## src/rtl/pg_wdog_pkg.sv

```systemverilog
// package: command codes, field layouts, timing constants and state types
package pg_wdog_pkg;
  // ---------------------------------------------------------------
  // command codes
  // ---------------------------------------------------------------
  localparam logic [7:0] CMD_PAGE = 8'h00;
  localparam logic [7:0] CMD_OPERATION = 8'h01;
  localparam logic [7:0] CMD_CLEAR_FAULTS = 8'h03;
  localparam logic [7:0] CMD_OV_REACT = 8'h41;
  localparam logic [7:0] CMD_UV_REACT = 8'h45;
  localparam logic [7:0] CMD_OC_REACT = 8'h47;
  localparam logic [7:0] CMD_UC_REACT = 8'h4c;
  localparam logic [7:0] CMD_OT_REACT = 8'h50;
  localparam logic [7:0] CMD_UT_REACT = 8'h54;
  localparam logic [7:0] CMD_VIN_OV_REACT = 8'h56;
  localparam logic [7:0] CMD_VIN_UV_REACT = 8'h5a;
  localparam logic [7:0] CMD_TON_MAX_REACT = 8'h63;
  localparam logic [7:0] CMD_TURN_OFF_DELAY = 8'h64;
  localparam logic [7:0] CMD_STATUS_BYTE = 8'h78;
  localparam logic [7:0] CMD_STATUS_WORD = 8'h79;
  localparam logic [7:0] CMD_STATUS_VOUT = 8'h7a;
  localparam logic [7:0] CMD_SUPERVISOR_CFG = 8'hd1;
  localparam logic [7:0] CMD_STATUS_SUPERVISOR = 8'hd2;
  localparam logic [7:0] CMD_OK_SOURCE_SELECT = 8'hd4;
  localparam logic [7:0] CMD_RESTART_INTERVAL = 8'hdb;
  localparam logic [7:0] CMD_OK_ASSERT_DELAY = 8'he1;
  localparam logic [7:0] CMD_WDOG_FIRST = 8'he2;
  localparam logic [7:0] CMD_WDOG_REPEAT = 8'he3;
  localparam logic [7:0] CMD_RESTART_LIMIT = 8'hf7;
  localparam logic [7:0] PAGE_ALL = 8'hff;

  // ---------------------------------------------------------------
  // reset values and field layouts
  // ---------------------------------------------------------------
  localparam logic [7:0] RST_OV_REACT = 8'h80;
  localparam logic [7:0] RST_UV_REACT = 8'h7f;
  localparam logic [7:0] RST_OC_REACT = 8'h00;
  localparam logic [7:0] RST_UC_REACT = 8'h00;
  localparam logic [7:0] RST_OT_REACT = 8'hb8;
  localparam logic [7:0] RST_UT_REACT = 8'hb8;
  localparam logic [7:0] RST_VIN_OV_REACT = 8'h80;
  localparam logic [7:0] RST_VIN_UV_REACT = 8'h00;
  localparam logic [7:0] RST_TON_MAX_REACT = 8'hb8;
  localparam logic [15:0] RST_RESTART_INTERVAL = 16'hf320;
  localparam logic [7:0] RST_RESTART_LIMIT = 8'h07;
  localparam logic [15:0] RST_OK_ASSERT_DELAY = 16'h0064;
  localparam logic [15:0] RST_WDOG = 16'h0000;
  localparam logic [15:0] RST_TURN_OFF_DELAY = 16'h0001;
  localparam logic [15:0] OK_SRC_MASK = 16'h010f;
  localparam int OK_SRC_WDOG_BIT = 8;
  localparam int OP_ON_BIT = 7;
  localparam logic [7:0] LIMIT_MASK = 8'h07;
  localparam logic [2:0] LIMIT_INFINITE = 3'h7;
  localparam logic [7:0] VOUT_OV_BIT = 8'h80;
  localparam logic [7:0] VOUT_UV_BIT = 8'h10;
  localparam logic [7:0] SBYTE_VOUT_OV = 8'h20;
  localparam logic [7:0] SBYTE_OTHER = 8'h01;
  localparam logic [7:0] SWORD_VOUT = 8'h80;

  // ---------------------------------------------------------------
  // timing: values are whole milliseconds, counted in 10 us units except the first watchdog interval (1 ms steps)
  // ---------------------------------------------------------------
  localparam int CLK_PERIOD_NS = 10;
  localparam int TICK_NS = 10000;
  localparam logic [9:0] TICK_CYC = 10'(TICK_NS / CLK_PERIOD_NS);
  localparam logic [6:0] TICKS_PER_MS = 7'h64;
  localparam logic [6:0] SHARE_LOSS_TICKS = 7'h64;
  localparam logic [15:0] OK_DELAY_MAX_MS = 16'h332c;
  localparam logic [15:0] WDOG_FIRST_MAX_MS = 16'hfde8;
  localparam logic [15:0] WDOG_REPEAT_MAX_MS = 16'h028f;
  localparam logic [15:0] TURN_OFF_MAX_MS = 16'h028f;
  localparam logic [15:0] RESTART_MAX_MS = 16'h332c;

  // ---------------------------------------------------------------
  // types
  // ---------------------------------------------------------------
  typedef enum logic [1:0] {WD_OFF, WD_WAIT_OK, WD_FIRST, WD_REPEAT} wd_state_t;
  typedef enum logic [1:0] {CH_OFF, CH_ON, CH_SEQ_OFF, CH_FAULTED} ch_state_t;

  typedef struct packed {
    logic valid;
    logic write;
    logic [7:0] code;
    logic [15:0] wdata;
  } cmd_req_t;

  typedef struct packed {
    logic valid;
    logic error;
    logic [15:0] rdata;
  } cmd_rsp_t;

  typedef struct packed {
    logic [3:0] over_fast;
    logic [3:0] under_fast;
    logic [3:0] ok_slow;
    logic sample_tick;
  } supervisor_t;
endpackage

```

## src/rtl/pg_wdog.sv

```systemverilog
// power-good combiner, watchdog and output-voltage fault reaction logic
// Notes on behaviour
// - watchdog-include bit ANDs not-expired into output
// - channel include bits AND channel good in
// - unused source-select bits read as zero
// - assert delay counted on shared or internal base
// - assert delay clamped; readback returns written value
// - fast select picks comparator or slow threshold
// - nonzero repeat write or kick restarts watchdog
// - expiry raises alert, drops output, reasserts later
// - zero in either interval disables watchdog
// - first interval after output rises or enable
// - first interval clamped, whole millisecond steps
// - later intervals use clamped repeat setting
// - watchdog uses internal ticks; readback unclamped
// - control, operation or bias toggle clears latch
// - faults set status bits and pull alert
// - clear-faults clears status, not faulted state
// - action 00 keeps channel running
// - action 01 waits deglitch then shuts down
// - actions 10/11 also wait deglitch then shut down
// - retry field zero never restarts
// - nonzero retry restarts up to global limit
// - deglitch field counts persisting fast samples
module pg_wdog
  import pg_wdog_pkg::*;
(
  input wire logic clk_sys,
  input wire logic srst,
  input pg_wdog_pkg::cmd_req_t cmd_req,
  output pg_wdog_pkg::cmd_rsp_t cmd_rsp,
  input pg_wdog_pkg::supervisor_t sup,
  input wire logic [3:0] control_in,
  input wire logic watchdog_kick_in,
  input wire logic bias_sense_in,
  input wire logic share_clk_in,
  output logic [3:0] channel_enable_out,
  output logic power_good_out,
  output logic alert_low_out
);
  import pg_wdog_pkg::*;

  // ---------------------------------------------------------------
  // state
  // ---------------------------------------------------------------
  typedef struct packed {
    logic [6:0] s1;
    logic [6:0] s2;
    logic [6:0] s3;
    logic [6:0] filt;
    logic [7:0] page;
    logic [3:0] op_on;
    logic [3:0][7:0] ov_react;
    logic [3:0][7:0] uv_react;
    logic [6:0][7:0] misc_react;
    logic [15:0] turn_off_delay;
    logic [15:0] restart_interval;
    logic [7:0] restart_limit;
    logic [8:0] ok_src;
    logic [15:0] ok_assert_delay;
    logic [15:0] wd_first;
    logic [15:0] wd_repeat;
    logic [4:0] cfg;
    logic [9:0] tick_cnt;
    logic [6:0] ms_cnt;
    logic [6:0] share_age;
    logic [23:0] ok_cnt;
    logic ok_out;
    wd_state_t wd_st;
    logic [23:0] wd_cnt;
    ch_state_t [3:0] ch_st;
    logic [3:0][23:0] ch_cnt;
    logic [3:0][2:0] ov_dg;
    logic [3:0][2:0] uv_dg;
    logic [3:0][2:0] tries;
    logic [3:0][2:0] ch_retry;
    logic [3:0][7:0] st_vout;
    logic st_wd;
    cmd_rsp_t rsp;
  } state_t;

  state_t q, d;

  // clamp a millisecond value and convert to 10 us units
  function automatic logic [23:0] to_units(input logic [15:0] ms, input logic [15:0] max_ms);
    logic [15:0] c;
    c = (ms > max_ms) ? max_ms : ms;
    return 24'(c) * 24'(TICKS_PER_MS);
  endfunction

  // clamp a millisecond value, kept in milliseconds
  function automatic logic [23:0] to_ms(input logic [15:0] ms, input logic [15:0] max_ms);
    return 24'((ms > max_ms) ? max_ms : ms);
  endfunction

  // page decode: a paged write lands on this channel
  function automatic logic page_hit(input logic [7:0] page, input int ch);
    return (page == PAGE_ALL) || (page == 8'(ch));
  endfunction

  // pin index map inside the synchroniser vectors
  localparam int P_SHARE = 0;
  localparam int P_KICK = 1;
  localparam int P_CTRL = 2;
  localparam int P_BIAS = 6;

  // ---------------------------------------------------------------
  // next-state logic
  // ---------------------------------------------------------------
  always_comb begin
    logic [6:0] nf;
    logic tick10;
    logic tick_ms;
    logic share_fall;
    logic base_tick;
    logic kick;
    logic wr;
    logic rd;
    logic repeat_wr;
    logic wd_en;
    logic wd_expire;
    logic ok_cond;
    logic [3:0] ch_good;
    logic [3:0] on_req;
    logic ov_hit, uv_hit;
    logic [2:0] pidx;
    d = q;
    {nf, tick10, tick_ms, share_fall, base_tick, kick, repeat_wr} = '0;
    {wd_en, ok_cond, ch_good, on_req} = '0;
    d.rsp.valid = 1'b0;
    d.rsp.error = 1'b0;
    wd_expire = 1'b0;
    ov_hit = 1'b0;
    uv_hit = 1'b0;
    pidx = q.page[2:0];
    wr = cmd_req.valid && cmd_req.write;
    rd = cmd_req.valid && !cmd_req.write;

    // three-stage pin sync; a change counts when stages two and three agree
    d.s1 = {bias_sense_in, control_in, watchdog_kick_in, share_clk_in};
    d.s2 = q.s1;
    d.s3 = q.s2;
    for (int i = 0; i < 7; i++) begin
      nf[i] = (q.s2[i] == q.s3[i]) ? q.s3[i] : q.filt[i];
    end
    d.filt = nf;
    share_fall = q.filt[P_SHARE] && !nf[P_SHARE];
    kick = !q.filt[P_KICK] && nf[P_KICK];

    // internal 10 us and 1 ms ticks, independent of the shared line
    tick10 = (q.tick_cnt == TICK_CYC - 10'h001);
    d.tick_cnt = tick10 ? 10'h000 : q.tick_cnt + 10'h001;
    tick_ms = tick10 && (q.ms_cnt == TICKS_PER_MS - 7'h01);
    if (tick10) begin
      d.ms_cnt = tick_ms ? 7'h00 : q.ms_cnt + 7'h01;
    end

    // shared timebase counts as present while its edges keep coming
    if (share_fall) begin
      d.share_age = 7'h00;
    end else if (tick10 && q.share_age != SHARE_LOSS_TICKS) begin
      d.share_age = q.share_age + 7'h01;
    end
    base_tick = (q.share_age != SHARE_LOSS_TICKS) ? share_fall : tick10;

    // register writes; stored values are never clamped
    if (wr) begin
      unique case (cmd_req.code)
        CMD_PAGE: d.page = cmd_req.wdata[7:0];
        CMD_OPERATION: begin
          for (int i = 0; i < 4; i++) begin
            if (page_hit(q.page, i)) d.op_on[i] = cmd_req.wdata[OP_ON_BIT];
          end
        end
        CMD_CLEAR_FAULTS: begin
          d.st_vout = '0;
          d.st_wd = 1'b0;
        end
        CMD_OV_REACT, CMD_UV_REACT: begin
          for (int i = 0; i < 4; i++) begin
            if (page_hit(q.page, i)) begin
              if (cmd_req.code == CMD_OV_REACT) d.ov_react[i] = cmd_req.wdata[7:0];
              else d.uv_react[i] = cmd_req.wdata[7:0];
            end
          end
        end
        CMD_OC_REACT: d.misc_react[0] = cmd_req.wdata[7:0];
        CMD_UC_REACT: d.misc_react[1] = cmd_req.wdata[7:0];
        CMD_OT_REACT: d.misc_react[2] = cmd_req.wdata[7:0];
        CMD_UT_REACT: d.misc_react[3] = cmd_req.wdata[7:0];
        CMD_VIN_OV_REACT: d.misc_react[4] = cmd_req.wdata[7:0];
        CMD_VIN_UV_REACT: d.misc_react[5] = cmd_req.wdata[7:0];
        CMD_TON_MAX_REACT: d.misc_react[6] = cmd_req.wdata[7:0];
        CMD_TURN_OFF_DELAY: d.turn_off_delay = cmd_req.wdata;
        CMD_SUPERVISOR_CFG: d.cfg = cmd_req.wdata[4:0];
        CMD_OK_SOURCE_SELECT: d.ok_src = cmd_req.wdata[8:0];
        CMD_RESTART_INTERVAL: d.restart_interval = cmd_req.wdata;
        CMD_OK_ASSERT_DELAY: d.ok_assert_delay = cmd_req.wdata;
        CMD_WDOG_FIRST: d.wd_first = cmd_req.wdata;
        CMD_WDOG_REPEAT: begin
          d.wd_repeat = cmd_req.wdata;
          repeat_wr = (cmd_req.wdata != 16'h0000);
        end
        CMD_RESTART_LIMIT: d.restart_limit = cmd_req.wdata[7:0] & LIMIT_MASK;
        default: d.rsp.error = 1'b1;
      endcase
      d.rsp.valid = 1'b1;
    end

    // register reads; unknown or write-only codes answer with an error
    if (rd) begin
      d.rsp.valid = 1'b1;
      d.rsp.rdata = 16'h0000;
      unique case (cmd_req.code)
        CMD_PAGE: d.rsp.rdata = {8'h00, q.page};
        CMD_OPERATION: d.rsp.rdata = {8'h00, q.op_on[pidx[1:0]], 7'h00};
        CMD_OV_REACT: d.rsp.rdata = {8'h00, q.ov_react[pidx[1:0]]};
        CMD_UV_REACT: d.rsp.rdata = {8'h00, q.uv_react[pidx[1:0]]};
        CMD_OC_REACT: d.rsp.rdata = {8'h00, q.misc_react[0]};
        CMD_UC_REACT: d.rsp.rdata = {8'h00, q.misc_react[1]};
        CMD_OT_REACT: d.rsp.rdata = {8'h00, q.misc_react[2]};
        CMD_UT_REACT: d.rsp.rdata = {8'h00, q.misc_react[3]};
        CMD_VIN_OV_REACT: d.rsp.rdata = {8'h00, q.misc_react[4]};
        CMD_VIN_UV_REACT: d.rsp.rdata = {8'h00, q.misc_react[5]};
        CMD_TON_MAX_REACT: d.rsp.rdata = {8'h00, q.misc_react[6]};
        CMD_TURN_OFF_DELAY: d.rsp.rdata = q.turn_off_delay;
        CMD_STATUS_BYTE, CMD_STATUS_WORD: begin
          d.rsp.rdata[7:0] = (((q.st_vout[0] | q.st_vout[1] | q.st_vout[2] | q.st_vout[3])
                              & VOUT_OV_BIT) != 8'h00) ? SBYTE_VOUT_OV : 8'h00;
          d.rsp.rdata[7:0] = d.rsp.rdata[7:0] | (q.st_wd ? SBYTE_OTHER : 8'h00);
          if (cmd_req.code == CMD_STATUS_WORD && |q.st_vout) begin
            d.rsp.rdata[15:8] = SWORD_VOUT;
          end
        end
        CMD_STATUS_VOUT: d.rsp.rdata = {8'h00, q.st_vout[pidx[1:0]]};
        CMD_SUPERVISOR_CFG: d.rsp.rdata = {11'h000, q.cfg};
        CMD_STATUS_SUPERVISOR: d.rsp.rdata = {15'h0000, q.st_wd};
        CMD_OK_SOURCE_SELECT: d.rsp.rdata = {7'h00, q.ok_src} & OK_SRC_MASK;
        CMD_RESTART_INTERVAL: d.rsp.rdata = q.restart_interval;
        CMD_OK_ASSERT_DELAY: d.rsp.rdata = q.ok_assert_delay;
        CMD_WDOG_FIRST: d.rsp.rdata = q.wd_first;
        CMD_WDOG_REPEAT: d.rsp.rdata = q.wd_repeat;
        CMD_RESTART_LIMIT: d.rsp.rdata = {8'h00, q.restart_limit};
        default: d.rsp.error = 1'b1;
      endcase
    end

    // watchdog: both intervals run on the internal ticks only
    wd_en = (q.wd_first != 16'h0000) && (q.wd_repeat != 16'h0000);
    unique case (q.wd_st)
      WD_OFF: begin
        d.wd_cnt = '0;
        if (wd_en) d.wd_st = q.ok_src[OK_SRC_WDOG_BIT] ? WD_WAIT_OK : WD_FIRST;
      end
      WD_WAIT_OK: begin
        d.wd_cnt = '0;
        if (q.ok_out) d.wd_st = WD_FIRST;
      end
      WD_FIRST: begin
        if (q.wd_cnt >= to_ms(q.wd_first, WDOG_FIRST_MAX_MS)) begin
          wd_expire = 1'b1;
        end else if (tick_ms) begin
          d.wd_cnt = q.wd_cnt + 24'h000001;
        end
      end
      WD_REPEAT: begin
        if (q.wd_cnt >= to_units(q.wd_repeat, WDOG_REPEAT_MAX_MS)) begin
          wd_expire = 1'b1;
        end else if (tick10) begin
          d.wd_cnt = q.wd_cnt + 24'h000001;
        end
      end
    endcase
    // a kick restarts the count; later periods use the repeat setting
    if ((q.wd_st == WD_FIRST || q.wd_st == WD_REPEAT) && (kick || repeat_wr)) begin
      d.wd_st = WD_REPEAT;
      d.wd_cnt = '0;
      wd_expire = 1'b0;
    end
    if (wd_expire) begin
      d.st_wd = 1'b1;
      d.wd_cnt = '0;
      d.wd_st = q.ok_src[OK_SRC_WDOG_BIT] ? WD_WAIT_OK : WD_FIRST;
    end
    if (!wd_en) d.wd_st = WD_OFF;

    // channel good source: fast comparator or slow polled threshold
    for (int i = 0; i < 4; i++) begin
      ch_good[i] = q.cfg[0] ? (q.ch_st[i] == CH_ON) && !sup.under_fast[i]
                            : sup.ok_slow[i];
    end

    // combined condition: included channels and not-expired watchdog
    ok_cond = &(~q.ok_src[3:0] | ch_good)
              && !(q.ok_src[OK_SRC_WDOG_BIT] && wd_expire);
    if (!ok_cond) begin
      d.ok_out = 1'b0;
      d.ok_cnt = '0;
    end else if (!q.ok_out) begin
      if (q.ok_cnt >= to_units(q.ok_assert_delay, OK_DELAY_MAX_MS)) begin
        d.ok_out = 1'b1;
      end else if (base_tick) begin
        d.ok_cnt = q.ok_cnt + 24'h000001;
      end
    end

    // per-channel deglitch, fault reaction and restart handling
    for (int i = 0; i < 4; i++) begin
      on_req[i] = nf[P_CTRL + i] && q.op_on[i] && nf[P_BIAS];
      // deglitch: fault must persist the field's count of samples
      if (!sup.over_fast[i]) d.ov_dg[i] = 3'h0;
      else if (sup.sample_tick && q.ov_dg[i] != q.ov_react[i][2:0]) d.ov_dg[i] = q.ov_dg[i] + 3'h1;
      if (!sup.under_fast[i]) d.uv_dg[i] = 3'h0;
      else if (sup.sample_tick && q.uv_dg[i] != q.uv_react[i][2:0]) d.uv_dg[i] = q.uv_dg[i] + 3'h1;
      ov_hit = sup.over_fast[i] && (q.ov_dg[i] == q.ov_react[i][2:0]);
      uv_hit = sup.under_fast[i] && (q.uv_dg[i] == q.uv_react[i][2:0]);
      // status set wins over a clear-faults in the same cycle
      if (ov_hit && q.ch_st[i] == CH_ON) d.st_vout[i] = d.st_vout[i] | VOUT_OV_BIT;
      if (uv_hit && q.ch_st[i] == CH_ON) d.st_vout[i] = d.st_vout[i] | VOUT_UV_BIT;
      // actions 00 ignore; 01, 10 and 11 all shut down after deglitch
      ov_hit = ov_hit && (q.ov_react[i][7:6] != 2'b00);
      uv_hit = uv_hit && (q.uv_react[i][7:6] != 2'b00);
      unique case (q.ch_st[i])
        CH_OFF: begin
          if (on_req[i]) d.ch_st[i] = CH_ON;
        end
        CH_ON: begin
          if (ov_hit || uv_hit) begin
            d.ch_retry[i] = ov_hit ? q.ov_react[i][5:3] : q.uv_react[i][5:3];
            d.ch_st[i] = q.cfg[1 + i] ? CH_SEQ_OFF : CH_FAULTED;
            d.ch_cnt[i] = '0;
          end
        end
        CH_SEQ_OFF: begin
          if (q.ch_cnt[i] >= to_units(q.turn_off_delay, TURN_OFF_MAX_MS)) begin
            d.ch_st[i] = CH_FAULTED;
            d.ch_cnt[i] = '0;
          end else if (base_tick) begin
            d.ch_cnt[i] = q.ch_cnt[i] + 24'h000001;
          end
        end
        CH_FAULTED: begin
          // zero retry field or exhausted limit holds the channel off
          if (q.ch_retry[i] != 3'h0 && (q.restart_limit[2:0] == LIMIT_INFINITE
              || q.tries[i] < q.restart_limit[2:0])) begin
            if (q.ch_cnt[i] >= to_units(q.restart_interval, RESTART_MAX_MS)) begin
              d.ch_st[i] = CH_ON;
              d.ch_cnt[i] = '0;
              if (q.restart_limit[2:0] != LIMIT_INFINITE) d.tries[i] = q.tries[i] + 3'h1;
            end else if (base_tick) begin
              d.ch_cnt[i] = q.ch_cnt[i] + 24'h000001;
            end
          end
        end
      endcase
      // commanded off or bias lost: latch and attempt count clear
      if (!on_req[i]) begin
        d.ch_st[i] = CH_OFF;
        d.ch_cnt[i] = '0;
        d.tries[i] = 3'h0;
      end
    end
  end

  // ---------------------------------------------------------------
  // state register
  // ---------------------------------------------------------------
  always_ff @(posedge clk_sys) begin
    if (srst) begin
      q <= '0;
      q.ov_react <= {4{RST_OV_REACT}};
      q.uv_react <= {4{RST_UV_REACT}};
      q.misc_react <= {RST_TON_MAX_REACT, RST_VIN_UV_REACT, RST_VIN_OV_REACT, RST_UT_REACT,
                       RST_OT_REACT, RST_UC_REACT, RST_OC_REACT};
      q.turn_off_delay <= RST_TURN_OFF_DELAY;
      q.restart_interval <= RST_RESTART_INTERVAL;
      q.restart_limit <= RST_RESTART_LIMIT;
      q.ok_assert_delay <= RST_OK_ASSERT_DELAY;
      q.wd_first <= RST_WDOG;
      q.wd_repeat <= RST_WDOG;
      q.op_on <= 4'hf;
      q.share_age <= SHARE_LOSS_TICKS;
      q.wd_st <= WD_OFF;
      q.ch_st <= {4{CH_OFF}};
    end else begin
      q <= d;
    end
  end

  // ---------------------------------------------------------------
  // outputs
  // ---------------------------------------------------------------
  // alert follows the sticky status; cleared only by clear-faults
  assign alert_low_out = !(|q.st_vout || q.st_wd);
  assign power_good_out = q.ok_out;
  assign cmd_rsp = q.rsp;
  always_comb begin
    for (int i = 0; i < 4; i++) begin
      channel_enable_out[i] = (q.ch_st[i] == CH_ON) || (q.ch_st[i] == CH_SEQ_OFF);
    end
  end
endmodule

```

## config.mk

```make
export PLATFORM = sky130hd
export DESIGN_NAME = pg_wdog
export DESIGN_NICKNAME = d
export VERILOG_FILES = /design/src/rtl/pg_wdog_pkg.sv /design/src/rtl/pg_wdog.sv
export SDC_FILE = /design/constraint.sdc
export NUM_CORES = 2
export LEC_CHECK = 0
export ABC_AREA = 1
export BUFFER_PORTS_ARGS = -buffer_cell sky130_fd_sc_hd__buf_2
export CAP_MARGIN = 20
export CORE_MARGIN = 3
export CORE_UTILIZATION = 65
export DETAILED_ROUTE_END_ITERATION = 16
export PLACE_DENSITY = 0.83
export SETUP_SLACK_MARGIN = 0.05
export SLEW_MARGIN = 25
export SYNTH_ARGS = -nofsm -noshare
export SYNTH_HDL_FRONTEND = slang
export SYNTH_SLANG_ARGS = --single-unit
```

## constraint.sdc

```tcl
create_clock -name clk_sys -period 14.5 [get_ports clk_sys]
set_input_delay 2.175 -clock clk_sys [delete_from_list [all_inputs] [get_ports clk_sys]]
set_output_delay 2.175 -clock clk_sys [all_outputs]
set_load 0.01 [all_outputs]
```

# Word level (Yosys, flattened, before mapping)
# Cells that the tools add are included.
# totals
input_bits	48
out_inout_bits	24
ff_bits	535
# classes
n_lt_le_gt_ge	21
n_mux	117
n_reduce_logical	189
n_addsub	21
n_mul	4
bitwise_logic	23
n_eq_ne	92
# op_table
cell	count
$mux W24	24
$pmux W24 S3	5
$pmux W16 S22	1
$ge A24 B23 Y1	10
$add A24 B1 Y24 const B	6
$eq A8 B7 Y1 const B	13
$mul A16 B5 Y21 const B	4
$mux W16	5
$eq A8 B8 Y1 const B	9
$reduce_and A4 Y1	18
$mux W8	8
$logic_and A1 B1 Y1	59
$mux W26	2
$bmux W8 S2	3
$reduce_bool A16 Y1	3
$reduce_and A2 Y1	21
$mux W2	19
$reduce_or A2 Y1	19
$add A3 B1 Y3 const B	12
$mux W35	1
$mux W33	1
$gt A16 B10 Y1 const B	2
$gt A16 B14 Y1 const B	2
$ne A2 B2 Y1 const B	16
47 further kinds	204

# Longest topological paths before layout
# depth
ltp_word	12
ltp_mapped	41
mapped_depth_nobuf	40

# Worst setup path before layout
# Ideal clock, no wire load.
# synth_path
path_type	register to register
start	register q[362] (netlist name)
end	register q[171] (netlist name)
path_buffers	2
path_slack_ps	8753
arrival_ps	5676
stages_incl_launch_ff	35
cell_sequence	dfxtp_1 -> nor2_1 -> nand3_1 -> nor2_1 -> o21ai_0 -> o211ai_1 -> nand2_1 -> inv_1 -> clkbuf_1 -> nor2_1 -> inv_1 -> ha_1 -> ha_1 -> inv_1 -> fa_1 -> inv_1 -> ha_1 -> nand3_1 -> nand3_1 -> nand2_1 -> o211ai_1 -> nand2_1 -> nand2_1 -> a21oi_1 -> o21ai_0 -> a21oi_1 -> xor2_1 -> ha_1 -> a21o_1 -> a211oi_1 -> nand4_1 -> nand2_1 -> clkbuf_1 -> nand4_1 -> a21oi_1
# synth_between
elab_chain_cells	7
# synth_lines
element	line	rtl
start, declared	pg_wdog.sv:82	state_t q, d;
$gt A16 B14 Y1	pg_wdog.sv:87	c = (ms > max_ms) ? max_ms : ms;
$mux W16 (*)	pg_wdog.sv:87	
$mul A16 B5 Y21 (*)	pg_wdog.sv:88	return 24'(c) * 24'(TICKS_PER_MS);
$ge A24 B23 Y1 (*)	pg_wdog.sv:346	if (q.ch_cnt[i] >= to_units(q.restart_interval, RESTART_MAX_MS)) begin
$mux W24 (*)	pg_wdog.sv:346	
$mux W24 (*)	pg_wdog.sv:344	if (q.ch_retry[i] != 3'h0 && (q.restart_limit[2:0] == LIMIT_INFINITE
$pmux W24 S3 (*)	pg_wdog.sv:323	unique case (q.ch_st[i])
# Every way passes the cells marked *; elsewhere a longest branch is shown, timed or not. The select of a mux whose other input is x is not followed.
# A chain may end at the register's enable or synchronous reset.

# Final worst setup path
# layout_path
start	register q[355] (netlist name)
end	register q[141] (netlist name)
# The elaborated chain is that of the path after synthesis.

==> flow_summary.yaml <==
run_status:
  status: "complete, no violations"
sta:
  finalHoldViolations: 0
  drv_slew: 0
  worstMarginPinSlew_ns: 1.07
  skew_ns: 0.0330
  timing.final.ws_setup_ns: 7.14
  rsz0062_at_grt: "no"
  slew_headroom_pct: 27.9
  setup_viol: 0
  timing.final.crit_share_pct: 50.8
  tns_ns: 0
  fmax_mhz: 136
  fin_crit_ns: 7.36
global_routing:
  grt_pass1_vias: 33800
  antenna_found_initial: 2
  grt_first_pass_wirelength_mm: 175
  overflow: 0
  grt_usage_pct: 35.6
  grt_max_degree: 113
yosys:
  synthFlopType: "dfxtp_1"
  ys_seq_area_share_pct: 27.0
  synth-edff-count: 0
  synth_top_area_share_pct: 27.0
  asyncSetResetFlopFracSynth_pct: 0
  synth_warnings: 0
  syn_inst: 5351
  synth.ff_latch_count: 507
  synth_area_leaders: "dfxtp_1 27%, ha_1 16%, nand2_1 9.4%"
  synth_area_leader_cell: "dfxtp_1"
  synth_area_per_cell_um2: 7.02
  syn-cell-area_um2: 37600
  synth_cell_type_count: 62
placement:
  post-place-ws_ns: 7.31
  placedCellCount: 6074
  numPortBuffers: 71
  gp_congestion: 0.974
  dpl.hpwl_mm: 82.8
worst_setup_path:
  path_common_cell: "nand2_1"
  crit_buf_inv: 4
  startpoint_type: "register"
  crit_fanout: 24
  path_delay_family: "simple AND/OR/NAND/NOR gates"
  critPathSlowestCell: "nand2_1"
  crit_arrival_ns: 7.92
  required_ns: 15.06
  endpoint_kind: "register"
  critPathMaxStageDelay_ns: 0.66
  criticalPathCategory: "reg -> reg"
drt:
  drtIter0Drc: 3853
  antenna_left: 0
  vias: 36700
  routed_wl_mm: 111
  avgRoutedWirePerCell_um: 18.0
  drtPass1Iterations: 6
  drc: 0
  routed_via_density: 5.95
clock_tree:
  htree_levels: 2
  cts_inserted_buffers: 55
  clock-root-buffer: "clkbuf_16"
  postCtsHoldBufs: 0
  clkLatencyLatePin_ns: 0.65
  cts_tree: "yes"
  cts_buffer_depth: 3
  post_cts_resized: 0
  cts.sinks: 507
  postCtsSetupBuffers: 0
  cts.clk_slew.worst_paths_ns: 0.06
pwr:
  power_leakage_nw: 17.7
  irDropWorstVdd_v: 0.0000967
  cellPowerDensity_nw_per_um2: 77.6
floorplanning:
  io_pins: 72
  fp.coreArea_um2: 56800
  die_w_um: 246
  start_util_pct: 66.1
  dieArea_um2: 60700
  rows: 87
  fp.dieH_um: 246
min_path:
  hold_path.class: "reg -> reg"
layout:
  layout.cells.non_filler: 6172
  finalNetCount: 5946
  layout_commonest_cell: "nand2_1"
  most-common-layout-cells: "943 x nand2_1, 757 x inv_1, 551 x a21oi_1"
  drive_gt1_share_pct: 4.47
  antenna_cells: 0
  area.growth.synth_to_final_pct: 7.11
  fin_util_pct: 70.8
flow_run:
  max-cap-violations: 0
-- worst paths after layout --
check              start      to  slack, ns  cells past startpoint
setup / recovery  q[355]  q[141]       7.14                     34
hold / removal    d[528]  d[521]       0.41                      2
hold reg to reg   d[528]  d[521]       0.41                      2
setup reg to reg  q[355]  q[141]       7.14                     34
-- where the power goes --
part,total [W],internal (W),switching [W]
Sequential,0.00140,0.00140,0.00000304
Combinational,0.000273,0.0000841,0.000189
Clock,0.00145,0.000817,0.000629
Total,0.00312,0.00230,0.000821
-- Yosys cell counts, types with 26 or more instances --
cell,number
o21ai_0,382
a211oi_1,30
o211ai_1,42
dfxtp_1,507
nand2_1,943
clkbuf_1,103
inv_1,758
fa_1,43
nor3_1,107
ha_1,480
buf_2,30
buf_4,26
xor2_1,109
nor2_1,495
o22ai_1,56
a21oi_1,551
xnor2_1,89
nor4_1,36
nand3_1,207
nand4_1,128
-- sequential cells by signal (all words and copies together) (netlist names) --
signal	cells
cmd_rsp	18
power_good_out	1
d	14
q	474
-- area by class of cell --
class / count / area (um2)
clock buffers: 78 / 1580
clock inverters: 20 / 259
fillers: 4843 / 16600
inverters: 776 / 2920
multi-input cells: 3949 / 23900
flip-flops and latches: 507 / 10100
well taps: 756 / 946
repair buffers: 86 / 470
-- worst min-delay path: stages, from the launching register on --
cell and delay (ns):
dfxtp_1 0.29, inv_1 0.04, nor2_1 0.03
-- routing by layer --
metal	global-route usage (%)	wire, um
met1	46.8	45100
met2	56.8	48800
met3	6.79	11500
met4	16.2	5490
met5	0	13
-- metrics by stage --
stage / area, um2 / total power, W / hold slack (ns)
floorplan: 37800 / 0.00161 / 0.388
global placement: 38400 / 0.00167 / 0.394
detailed placement: 38400 / 0.00168 / 0.405
CTS: 40200 / 0.00310 / 0.411
global route: 40200 / 0.00321 / 0.435
finish: 40200 / 0.00312 / 0.409
-- cells by family after synthesis --
group | share of synthesized area [%]
simple gates | 23.0
compound gates | 17.2
buf+inv | 9.86
fa+ha+maj | 18.3
other cells | 0.0200
flops | 27.0
xor+xnor | 4.62
Note: power is estimated with default switching activity, not from simulation.
